===== src/rtl/doc_rec_pkg.sv =====
package doc_rec_pkg;

    // bus register byte offsets
    localparam logic [3:0] CTRL_OFS   = 4'h0;
    localparam logic [3:0] STATUS_OFS = 4'h4;
    localparam logic [3:0] COUNT_OFS  = 4'h8;
    localparam logic [3:0] SWITCH_OFS = 4'hc;

    // control field positions
    localparam int CTRL_AUTO_BIT  = 0;
    localparam int CTRL_START_BIT = 1;
    localparam int CTRL_DAY_BIT   = 2;
    localparam int CTRL_TAPE_BIT  = 3;
    localparam logic CTRL_AUTO_RST = 1'b0;

    // status and count field positions
    localparam int STAT_BUSY_BIT  = 0;
    localparam int STAT_SECT_LSB  = 4;
    localparam int STAT_FRAME_BIT = 8;
    localparam int CNT_TAPE_LSB   = 8;

    // axi responses
    localparam logic [1:0] RESP_OKAY   = 2'b00;
    localparam logic [1:0] RESP_SLVERR = 2'b10;

    // record layout
    localparam int REC_BITS    = 192;
    localparam int PIC_W       = 7;
    localparam int TAPE_W      = 17;
    localparam int SW_W        = 24;
    localparam int TIME_W      = 24;
    localparam int FILL_W      = 20;
    localparam int SECT_W      = 4;
    localparam int TAIL_W      = 96;
    localparam int TOTAL_BITS  = 384;
    localparam logic [8:0] LAST_IDX = 9'h17f;
    localparam logic [8:0] REC2_IDX = 9'h0c0;

    // sector identifier codes
    localparam logic [3:0] SECT_IR   = 4'h0;
    localparam logic [3:0] SECT_VIS1 = 4'h1;
    localparam logic [3:0] SECT_VIS8 = 4'h8;

    // line timing
    localparam int CLK_PERIOD_NS  = 10;
    localparam int BIT_NS         = 140;
    localparam int ZERO_PERIOD_NS = 280;
    localparam int BIT_CYC  = (BIT_NS + CLK_PERIOD_NS - 1) / CLK_PERIOD_NS;
    localparam int HALF_CYC = (BIT_NS / 2) / CLK_PERIOD_NS;
    localparam logic [3:0] BIT_LAST = 4'(BIT_CYC - 1);
    localparam logic [3:0] HALF_AT  = 4'(HALF_CYC - 1);

    // synchroniser width: switches, frame, sector code, ir, two keyed clears
    localparam int SYNC_W = 29;

    // flags from the receiver archive interface
    typedef struct packed {
        logic frame_flag;
        logic sector_code;
        logic ir_present;
    } rx_flags_t;

    // keyed front panel clears
    typedef struct packed {
        logic day_clear;
        logic tape_clear;
    } key_clr_t;

    typedef enum logic [1:0] {
        GEN_IDLE = 2'b00,
        GEN_SEND = 2'b01
    } gen_state_t;

endpackage : doc_rec_pkg


===== src/rtl/archive_doc_record_gen.sv =====
`timescale 1ns/1ps
module archive_doc_record_gen (
    // clock, reset, enable
    input  wire logic                   aclk,
    input  wire logic                   aresetn,
    input  wire logic                   ce,
    // axi4-lite write address and data
    input  wire logic [3:0]             s_axi_awaddr,
    input  wire logic                   s_axi_awvalid,
    output logic                        s_axi_awready,
    input  wire logic [31:0]            s_axi_wdata,
    input  wire logic [3:0]             s_axi_wstrb,
    input  wire logic                   s_axi_wvalid,
    output logic                        s_axi_wready,
    output logic [1:0]                  s_axi_bresp,
    output logic                        s_axi_bvalid,
    input  wire logic                   s_axi_bready,
    // axi4-lite read
    input  wire logic [3:0]             s_axi_araddr,
    input  wire logic                   s_axi_arvalid,
    output logic                        s_axi_arready,
    output logic [31:0]                 s_axi_rdata,
    output logic [1:0]                  s_axi_rresp,
    output logic                        s_axi_rvalid,
    input  wire logic                   s_axi_rready,
    // receiver archive interface flags and panel pins
    input  wire doc_rec_pkg::rx_flags_t rx_flags,
    input  wire doc_rec_pkg::key_clr_t  key_clr,
    input  wire logic [23:0]            panel_sw,
    // recorder side
    input  wire logic                   track_recorded,
    output logic                        rec_line,
    output logic                        rec_busy
);
    logic [28:0]               sync_in;
    logic [28:0]               sync_out;
    logic [23:0]               sw_s;
    logic                      frame_s;
    logic                      sect_s;
    logic                      ir_s;
    logic                      day_s;
    logic                      tape_s;
    logic                      frame_prev_reg;
    logic                      sect_prev_reg;
    logic [6:0]                pic_reg;
    logic [16:0]               tape_reg;
    logic [3:0]                sector_reg;
    logic                      auto_reg;
    logic                      soft_start;
    logic                      soft_day;
    logic                      soft_tape;
    doc_rec_pkg::gen_state_t   state_reg;
    logic [8:0]                idx_reg;
    logic [0:191]              snap_reg;
    logic [0:191]              rec2;
    logic                      bit_data;
    logic                      bit_ready;
    logic                      bit_valid;
    logic                      start;
    logic                      wr_go;
    logic                      rd_go;
    logic [8:0]                rec2_pos;

    // every pin from outside this clock is settled first
    assign sync_in = {panel_sw, rx_flags.frame_flag, rx_flags.sector_code,
                      rx_flags.ir_present, key_clr.day_clear, key_clr.tape_clear};
    assign {sw_s, frame_s, sect_s, ir_s, day_s, tape_s} = sync_out;

    pin_sync #(
        .W       (doc_rec_pkg::SYNC_W)
    ) u_sync (
        .aclk    (aclk),
        .aresetn (aresetn),
        .ce      (ce),
        .pin_in  (sync_in),
        .pin_out (sync_out)
    );

    // edge history of settled flags
    always_ff @(posedge aclk) begin
        if (!aresetn) begin
            frame_prev_reg <= 1'b0;
            sect_prev_reg  <= 1'b0;
        end else if (ce) begin
            frame_prev_reg <= frame_s;
            sect_prev_reg  <= sect_s;
        end
    end

    // picture counter; clear beats a coinciding count
    always_ff @(posedge aclk) begin
        if (!aresetn) begin
            pic_reg <= 7'h00;
        end else if (ce) begin
            if (day_s || soft_day) begin
                pic_reg <= 7'h00;
            end else if (frame_s && !frame_prev_reg) begin
                pic_reg <= pic_reg + 7'h01;
            end
        end
    end

    // recorded track counter, wraps at 17 bits
    always_ff @(posedge aclk) begin
        if (!aresetn) begin
            tape_reg <= 17'h00000;
        end else if (ce) begin
            if (tape_s || soft_tape) begin
                tape_reg <= 17'h00000;
            end else if (track_recorded) begin
                tape_reg <= tape_reg + 17'h00001;
            end
        end
    end

    // sector state: infrared pins it at zero, visible walks 1..8
    always_ff @(posedge aclk) begin
        if (!aresetn) begin
            sector_reg <= doc_rec_pkg::SECT_IR;
        end else if (ce) begin
            if (ir_s) begin
                sector_reg <= doc_rec_pkg::SECT_IR;
            end else if (sect_s && !sect_prev_reg) begin
                if (sector_reg == doc_rec_pkg::SECT_VIS8) begin
                    sector_reg <= doc_rec_pkg::SECT_VIS1;
                end else begin
                    sector_reg <= sector_reg + 4'h1;
                end
            end
        end
    end

    // second record image, bit 1 at index 0
    assign rec2 = {pic_reg, tape_reg, sw_s,
                   {doc_rec_pkg::TIME_W{1'b1}},
                   {doc_rec_pkg::FILL_W{1'b1}},
                   sector_reg,
                   {doc_rec_pkg::TAIL_W{1'b0}}};

    // start when idle, from software or, in auto mode, on a recorded track
    assign start = ce && (state_reg == doc_rec_pkg::GEN_IDLE)
                   && (soft_start || (auto_reg && track_recorded));

    // generator sequencing; snapshot keeps fields steady while sending
    always_ff @(posedge aclk) begin
        if (!aresetn) begin
            state_reg <= doc_rec_pkg::GEN_IDLE;
            idx_reg   <= 9'h000;
            snap_reg  <= '0;
        end else if (ce) begin
            case (state_reg)
                doc_rec_pkg::GEN_IDLE: begin
                    if (start) begin
                        state_reg <= doc_rec_pkg::GEN_SEND;
                        idx_reg   <= 9'h000;
                        snap_reg  <= rec2;
                    end
                end
                doc_rec_pkg::GEN_SEND: begin
                    if (bit_ready) begin
                        if (idx_reg == doc_rec_pkg::LAST_IDX) begin
                            state_reg <= doc_rec_pkg::GEN_IDLE;
                        end else begin
                            idx_reg <= idx_reg + 9'h001;
                        end
                    end
                end
                default: state_reg <= doc_rec_pkg::GEN_IDLE;
            endcase
        end
    end

    // first record alternates starting with 0, then the snapshot
    assign rec2_pos  = idx_reg - doc_rec_pkg::REC2_IDX;
    assign bit_data  = (idx_reg < doc_rec_pkg::REC2_IDX) ? idx_reg[0]
                                                         : snap_reg[rec2_pos[7:0]];
    assign bit_valid = (state_reg == doc_rec_pkg::GEN_SEND);
    assign rec_busy  = bit_valid;

    biphase_enc u_enc (
        .aclk      (aclk),
        .aresetn   (aresetn),
        .ce        (ce),
        .bit_valid (bit_valid),
        .bit_data  (bit_data),
        .bit_ready (bit_ready),
        .line_out  (rec_line)
    );

    // axi write: address and data taken together, one at a time
    assign s_axi_awready = ce && !s_axi_bvalid && s_axi_awvalid && s_axi_wvalid;
    assign s_axi_wready  = s_axi_awready;
    assign wr_go         = s_axi_awready;
    assign soft_start = wr_go && s_axi_awaddr == doc_rec_pkg::CTRL_OFS && s_axi_wstrb[0]
                        && s_axi_wdata[doc_rec_pkg::CTRL_START_BIT];
    assign soft_day   = wr_go && s_axi_awaddr == doc_rec_pkg::CTRL_OFS && s_axi_wstrb[0]
                        && s_axi_wdata[doc_rec_pkg::CTRL_DAY_BIT];
    assign soft_tape  = wr_go && s_axi_awaddr == doc_rec_pkg::CTRL_OFS && s_axi_wstrb[0]
                        && s_axi_wdata[doc_rec_pkg::CTRL_TAPE_BIT];

    // control register and write response
    always_ff @(posedge aclk) begin
        if (!aresetn) begin
            auto_reg     <= doc_rec_pkg::CTRL_AUTO_RST;
            s_axi_bvalid <= 1'b0;
            s_axi_bresp  <= doc_rec_pkg::RESP_OKAY;
        end else if (ce) begin
            if (wr_go) begin
                s_axi_bvalid <= 1'b1;
                if (s_axi_awaddr == doc_rec_pkg::CTRL_OFS) begin
                    s_axi_bresp <= doc_rec_pkg::RESP_OKAY;
                    if (s_axi_wstrb[0]) begin
                        auto_reg <= s_axi_wdata[doc_rec_pkg::CTRL_AUTO_BIT];
                    end
                end else begin
                    s_axi_bresp <= doc_rec_pkg::RESP_SLVERR; // others are read only
                end
            end else if (s_axi_bready) begin
                s_axi_bvalid <= 1'b0;
            end
        end
    end

    // axi read
    assign s_axi_arready = ce && !s_axi_rvalid;
    assign rd_go         = s_axi_arready && s_axi_arvalid;

    always_ff @(posedge aclk) begin
        if (!aresetn) begin
            s_axi_rvalid <= 1'b0;
            s_axi_rdata  <= 32'h00000000;
            s_axi_rresp  <= doc_rec_pkg::RESP_OKAY;
        end else if (ce) begin
            if (rd_go) begin
                s_axi_rvalid <= 1'b1;
                s_axi_rresp  <= doc_rec_pkg::RESP_OKAY;
                s_axi_rdata  <= 32'h00000000;
                case (s_axi_araddr)
                    doc_rec_pkg::CTRL_OFS: begin
                        s_axi_rdata[doc_rec_pkg::CTRL_AUTO_BIT] <= auto_reg;
                    end
                    doc_rec_pkg::STATUS_OFS: begin
                        s_axi_rdata[doc_rec_pkg::STAT_BUSY_BIT] <= rec_busy;
                        s_axi_rdata[doc_rec_pkg::STAT_SECT_LSB +: 4] <= sector_reg;
                        s_axi_rdata[doc_rec_pkg::STAT_FRAME_BIT] <= frame_s;
                    end
                    doc_rec_pkg::COUNT_OFS: begin
                        s_axi_rdata[6:0] <= pic_reg;
                        s_axi_rdata[doc_rec_pkg::CNT_TAPE_LSB +: 17] <= tape_reg;
                    end
                    doc_rec_pkg::SWITCH_OFS: begin
                        s_axi_rdata[23:0] <= sw_s;
                    end
                    default: s_axi_rresp <= doc_rec_pkg::RESP_SLVERR;
                endcase
            end else if (s_axi_rready) begin
                s_axi_rvalid <= 1'b0;
            end
        end
    end

    a_first_alt: assert property (@(posedge aclk) disable iff (!aresetn)
        bit_valid && idx_reg < doc_rec_pkg::REC2_IDX |-> bit_data == idx_reg[0])
        else $error("first record pattern broken");

    a_pic_clear: assert property (@(posedge aclk) disable iff (!aresetn)
        ce && day_s |=> pic_reg == 7'h00)
        else $error("picture counter not cleared");

    a_pic_count: assert property (@(posedge aclk) disable iff (!aresetn)
        ce && !day_s && !soft_day && frame_s && !frame_prev_reg
        |=> pic_reg == $past(pic_reg) + 7'h01)
        else $error("frame rise not counted");

    a_tape_count: assert property (@(posedge aclk) disable iff (!aresetn)
        ce && !tape_s && !soft_tape && track_recorded
        |=> tape_reg == $past(tape_reg) + 17'h00001)
        else $error("track not counted");

    a_ir_sector: assert property (@(posedge aclk) disable iff (!aresetn)
        ce && ir_s |=> sector_reg == doc_rec_pkg::SECT_IR)
        else $error("infrared did not force sector zero");

    a_sector_range: assert property (@(posedge aclk) disable iff (!aresetn)
        sector_reg <= doc_rec_pkg::SECT_VIS8)
        else $error("sector identifier out of range");

    a_fill_ones: assert property (@(posedge aclk) disable iff (!aresetn)
        bit_valid |-> snap_reg[48:91] == {44{1'b1}})
        else $error("fill field not all ones");

    a_tail_zero: assert property (@(posedge aclk) disable iff (!aresetn)
        bit_valid && idx_reg >= 9'h120 |-> bit_data == 1'b0)
        else $error("trailing field not zero");

    a_rec_length: assert property (@(posedge aclk) disable iff (!aresetn)
        ce && bit_valid && bit_ready && idx_reg == doc_rec_pkg::LAST_IDX
        |=> !bit_valid)
        else $error("record pair length wrong");
endmodule : archive_doc_record_gen


===== src/rtl/biphase_enc.sv =====
`timescale 1ns/1ps
module biphase_enc (
    // clock and reset
    input  wire logic aclk,
    input  wire logic aresetn,
    input  wire logic ce,
    // bit stream in
    input  wire logic bit_valid,
    input  wire logic bit_data,
    output logic      bit_ready,
    // encoded line
    output logic      line_out
);
    logic       active_reg;
    logic       cur_reg;
    logic [3:0] cnt_reg;
    logic       take;

    // a new bit may start only at the end of the current interval
    assign bit_ready = !active_reg || (cnt_reg == doc_rec_pkg::BIT_LAST);
    assign take      = ce && bit_valid && bit_ready;

    // interval timing
    always_ff @(posedge aclk) begin
        if (!aresetn) begin
            active_reg <= 1'b0;
            cur_reg    <= 1'b0;
            cnt_reg    <= 4'h0;
        end else if (take) begin
            active_reg <= 1'b1;
            cur_reg    <= bit_data;
            cnt_reg    <= 4'h0;
        end else if (ce && active_reg) begin
            if (cnt_reg == doc_rec_pkg::BIT_LAST) begin
                active_reg <= 1'b0; // stream ran dry, line rests
            end else begin
                cnt_reg <= cnt_reg + 4'h1;
            end
        end
    end

    // line level
    always_ff @(posedge aclk) begin
        if (!aresetn) begin
            line_out <= 1'b0;
        end else if (take) begin
            line_out <= !line_out;
        end else if (ce && active_reg && cur_reg && cnt_reg == doc_rec_pkg::HALF_AT) begin
            line_out <= !line_out;
        end
    end

    a_zero_flat: assert property (@(posedge aclk) disable iff (!aresetn)
        ce && active_reg && !cur_reg && cnt_reg != doc_rec_pkg::BIT_LAST && !take
        |=> $stable(line_out))
        else $error("zero bit changed level mid interval");

    a_one_mid: assert property (@(posedge aclk) disable iff (!aresetn)
        ce && active_reg && cur_reg && cnt_reg == doc_rec_pkg::HALF_AT
        |=> line_out != $past(line_out))
        else $error("one bit missed mid interval transition");

    a_edge_toggle: assert property (@(posedge aclk) disable iff (!aresetn)
        take |=> line_out != $past(line_out))
        else $error("no transition at bit boundary");
endmodule : biphase_enc


===== src/rtl/pin_sync.sv =====
`timescale 1ns/1ps
module pin_sync #(
    parameter int W = 1
) (
    // clock and reset
    input  wire logic         aclk,
    input  wire logic         aresetn,
    input  wire logic         ce,
    // asynchronous pins and their settled copies
    input  wire logic [W-1:0] pin_in,
    output logic      [W-1:0] pin_out
);
    logic [W-1:0] s1_reg;
    logic [W-1:0] s2_reg;
    logic [W-1:0] s3_reg;

    // three stage chain per bit; first stage feeds only the second
    genvar g;
    for (g = 0; g < W; g++) begin : g_bit
        always_ff @(posedge aclk) begin
            if (!aresetn) begin
                s1_reg[g]  <= 1'b0;
                s2_reg[g]  <= 1'b0;
                s3_reg[g]  <= 1'b0;
                pin_out[g] <= 1'b0;
            end else if (ce) begin
                s1_reg[g] <= pin_in[g];
                s2_reg[g] <= s1_reg[g];
                s3_reg[g] <= s2_reg[g];
                // a change counts only once two stages agree
                if (s2_reg[g] == s3_reg[g]) begin
                    pin_out[g] <= s3_reg[g];
                end
            end
        end
    end
endmodule : pin_sync


===== config.mk =====
export PLATFORM = sky130hd
export DESIGN_NAME = archive_doc_record_gen
export DESIGN_NICKNAME = d
export VERILOG_FILES = /design/src/rtl/doc_rec_pkg.sv /design/src/rtl/archive_doc_record_gen.sv /design/src/rtl/biphase_enc.sv /design/src/rtl/pin_sync.sv
export SDC_FILE = /design/constraint.sdc
export NUM_CORES = 1
export LEC_CHECK = 0
export BUFFER_PORTS_ARGS = -buffer_cell sky130_fd_sc_hd__buf_2
export CAP_MARGIN = 20
export CORE_ASPECT_RATIO = 1.25
export CORE_MARGIN = 3
export CORE_UTILIZATION = 30
export DETAILED_ROUTE_END_ITERATION = 12
export GPL_TIMING_DRIVEN = 0
export PLACE_DENSITY = 0.44
export SYNTH_ARGS = -nofsm -noshare
export SYNTH_HDL_FRONTEND = slang
export SYNTH_SLANG_ARGS = --single-unit

===== constraint.sdc =====
create_clock -name aclk -period 2.4 [get_ports aclk]
set_clock_uncertainty 0.15 [all_clocks]
set_input_delay 0.12 -clock aclk [delete_from_list [all_inputs] [get_ports aclk]]
set_output_delay 0.12 -clock aclk [all_outputs]
set_load 0.05 [all_outputs]

==> impl_metrics.py <==
metrics = {
    "run_status": {
        "outcome": "finished clean",
    },
    "power_and_ir_drop": {
        "power.density_nw_per_um2": 691,
        "p_total_mw": 8.90,
        "leakagePower_nw": 5.17,
        "ir_drop_mv": 0.499,
    },
    "timing": {
        "max-slew-margin-rel_pct": 40.8,
        "hold_violations": 0,
        "drv_slew": 0,
        "tns_ns": 0,
        "worst_slew_pin_slew_ns": 0.888,
        "rsz0062_at_grt": "false",
        "period_minus_slack_ns": 2.24,
        "setup_violations": 0,
        "fmax_mhz": 446,
        "finalCritPeriodShare_pct": 93.4,
    },
    "clock_network": {
        "cts_tree": "done",
        "h-tree-depth": 1,
        "cts_buffer_depth": 3,
        "cts-root-buf": "clkbuf_16",
        "numCtsBuffers": 27,
        "cts.sinks": 246,
        "clk_latency_ns": 0.54,
        "path_clk_slew_ns": 0.07,
    },
    "hold_path": {
        "hold_class": "in2reg",
        "hold_depth": 6,
    },
    "detailed_routing": {
        "num_vias": 8825,
        "viasPerCell": 4.83,
        "drc_errors": 0,
        "drtIter0Drc": 492,
        "wire_per_inst_um": 17.2,
        "dr.pass1.iters": 5,
        "routed_wl_um": 31500,
        "drtAntennaViolNets": 0,
    },
    "worst_setup_path": {
        "cp.depth": 7,
        "crit_path_end": "idx_reg[5]$_SDFFE_PN0P_",
        "crit_path_end_kind": "flip-flop",
        "worstReg2RegStart": "u_enc.cnt_reg[0]$_SDFFE_PP0P_",
        "r2r_end": "idx_reg[5]$_SDFFE_PN0P_",
        "crit_fanout": 7,
        "arrival_ns": 2.56,
        "reg2reg_depth": 7,
        "required_ns": 2.72,
        "startpoint_type": "flip-flop",
        "path_buf_inv": 1,
        "cpLargestDelayFamily": "simple AND/OR/NAND/NOR gates",
        "reg2reg_slack_ns": 0.16,
        "cp_slowest_cell": "or4b_1",
        "criticalPathCategory": "reg2reg",
        "max_stage_delay_ns": 0.46,
        "crit_chain": "ha_1 > nand3_2 > and3_1 > clkbuf_4 > a311oi_4 > or4b_1 > a21oi_1",
        "worstSetupStartpoint": "u_enc.cnt_reg[0]$_SDFFE_PP0P_",
    },
    "floorplanning": {
        "placementRows": 76,
        "io_pins": 125,
        "dieWidth_um": 173,
        "start_util_pct": 30.4,
        "core_sq_um": 34500,
        "die-area_sq_um": 37300,
        "chipHeight_um": 215,
    },
    "global_route": {
        "antenna_found_initial": 0,
        "grtUsageTotal_pct": 16.5,
        "grt_max_degree": 13,
        "overflow": 0,
        "grt_pass1_wl_um": 49200,
        "grt_pass1_vias": 8548,
    },
    "synthesis": {
        "ys_types": 69,
        "synth_edf_count": 0,
        "netlist_instances": 1177,
        "async_reset_ff_share_pct": 0,
        "yosysSeqAreaShare_pct": 46.9,
        "syn_area_sq_um": 10500,
        "yosys_warnings": 0,
        "ys.flop_type": "dfxtp_1",
        "ys_seq_elements": 246,
        "avgSynthCellArea_sq_um": 8.93,
    },
    "cells_and_area": {
        "largest_reg_flops": 53,
        "syn2layout_area_growth_pct": 22.5,
        "drive_gt1_share_pct": 14.6,
        "final_cell_mix": "dfxtp_1 (246), nand2_1 (173), nor2_1 (143)",
        "nNetsFinal": 1434,
        "antenna_cells": 0,
        "layout_commonest_cell": "dfxtp_1",
    },
    "placed_design": {
        "gp_congestion": 0.823,
        "dp_hpwl_um": 23100,
        "io_buffers": 81,
    },
    "run": {
        "max-cap-violations": 0,
    },
}
## per-stage QoR
step / setup slack (ns) / hold slack, ns / util (%) / instances / area, sq um
detailed placement: -0.591 / 0.211 / 33.4 / 1734 / 11500
CTS: -0.0493 / 0.00712 / 37.2 / 1827 / 12800
finish: 0.159 / 0.0211 / 37.3 / 1829 / 12900
global placement: -0.568 / 0.205 / 33.4 / 1734 / 11500
global route: 0.00386 / 0.0373 / 37.3 / 1829 / 12900
floorplan: 0.0823 / 0.117 / - / 1185 / 10500
## final cells by class
cell class | count | area [sq um]
fillers | 3581 | 21600
inverters | 18 | 70.1
repair buffers | 129 | 878
flip-flops and latches | 246 | 4920
clock buffers | 42 | 782
clock inverters | 6 | 58.8
well taps | 468 | 586
multi-input cells | 831 | 5140
plain buffers | 89 | 429
## logic make-up (layout without fill, tap and decap cells)
family | after synthesis | count (layout) | share of synthesized area (%)
fa+ha+maj | 10 | 10 | 1.19
buf+inv | 108 | 284 | 4.60
compound gates | 250 | 250 | 15.0
mux | 115 | 115 | 12.7
xor+xnor | 16 | 16 | 1.33
other cells | 1 | 9 | 0.0357
flops | 246 | 246 | 46.9
simple gates | 431 | 431 | 18.3
## cell usage after synthesis (5+ instances only)
cell | n | area share, %
a21o_1 | 29 | 2.1
a21oi_1 | 116 | 5.5
a221oi_1 | 20 | 1.7
a22oi_1 | 5 | 0.36
and2_1 | 9 | 0.54
and3_1 | 5 | 0.30
buf_2 | 16 | 0.76
buf_4 | 10 | 0.71
clkbuf_1 | 59 | 2.1
dfxtp_1 | 246 | 47
ha_1 | 10 | 1.2
inv_1 | 16 | 0.57
mux2_2 | 5 | 0.54
mux2i_1 | 96 | 9.1
mux4_2 | 14 | 3.0
nand2_1 | 173 | 6.2
nand3_1 | 20 | 0.95
nand4_1 | 18 | 1.1
nor2_1 | 144 | 5.1
nor2b_1 | 6 | 0.36
nor3_1 | 25 | 1.2
o21ai_0 | 46 | 2.2
or3_1 | 7 | 0.42
xor2_1 | 14 | 1.2
## metal layers
metal	GRT usage [%]	vias to the layer above	wire length (um)
met5	0	-	0
met1	21.4	4178	14500
met3	1.93	42	1130
li1	-	4436	-
met4	4.25	0	654
met2	29.0	169	15200
## report_power, final
group / internal (mW) / switching (mW)
combinational: 0.234 / 0.433
sequential: 4.16 / 0.0593
clock: 2.33 / 1.67
## repair_timing
action,CTS,global route
endpoints found under the hold margin,44,0
setup buffers,0,3
setup endpoints to repair,60,69
pin swaps,0,1
hold buffers,45,0
gates resized for setup,4,14
## worst min-delay path: stages
cell	delay [ns]
buf_2	0.12
inv_1	0.08
o41ai_4	0.12
nand3_1	0.10
xor2_1	0.06
nor2_1	0.07
## worst min-delay path by stage
stage / startpoint / to / slack [ns]
after global placement: panel_sw[12] / u_sync.s1_reg[17]$_SDFFE_PN0P_ / 0.20
after floorplan: key_clr[0] / u_sync.s1_reg[0]$_SDFFE_PN0P_ / 0.12
final: s_axi_wdata[3] / tape_reg[2]$_SDFFE_PN0P_ / 0.02
after global routing: s_axi_wdata[3] / tape_reg[2]$_SDFFE_PN0P_ / 0.04
after detailed placement: key_clr[0] / u_sync.s1_reg[0]$_SDFFE_PN0P_ / 0.21
after CTS: s_axi_wdata[3] / tape_reg[2]$_SDFFE_PN0P_ / 0.007
(Power assumes the default switching activity.)
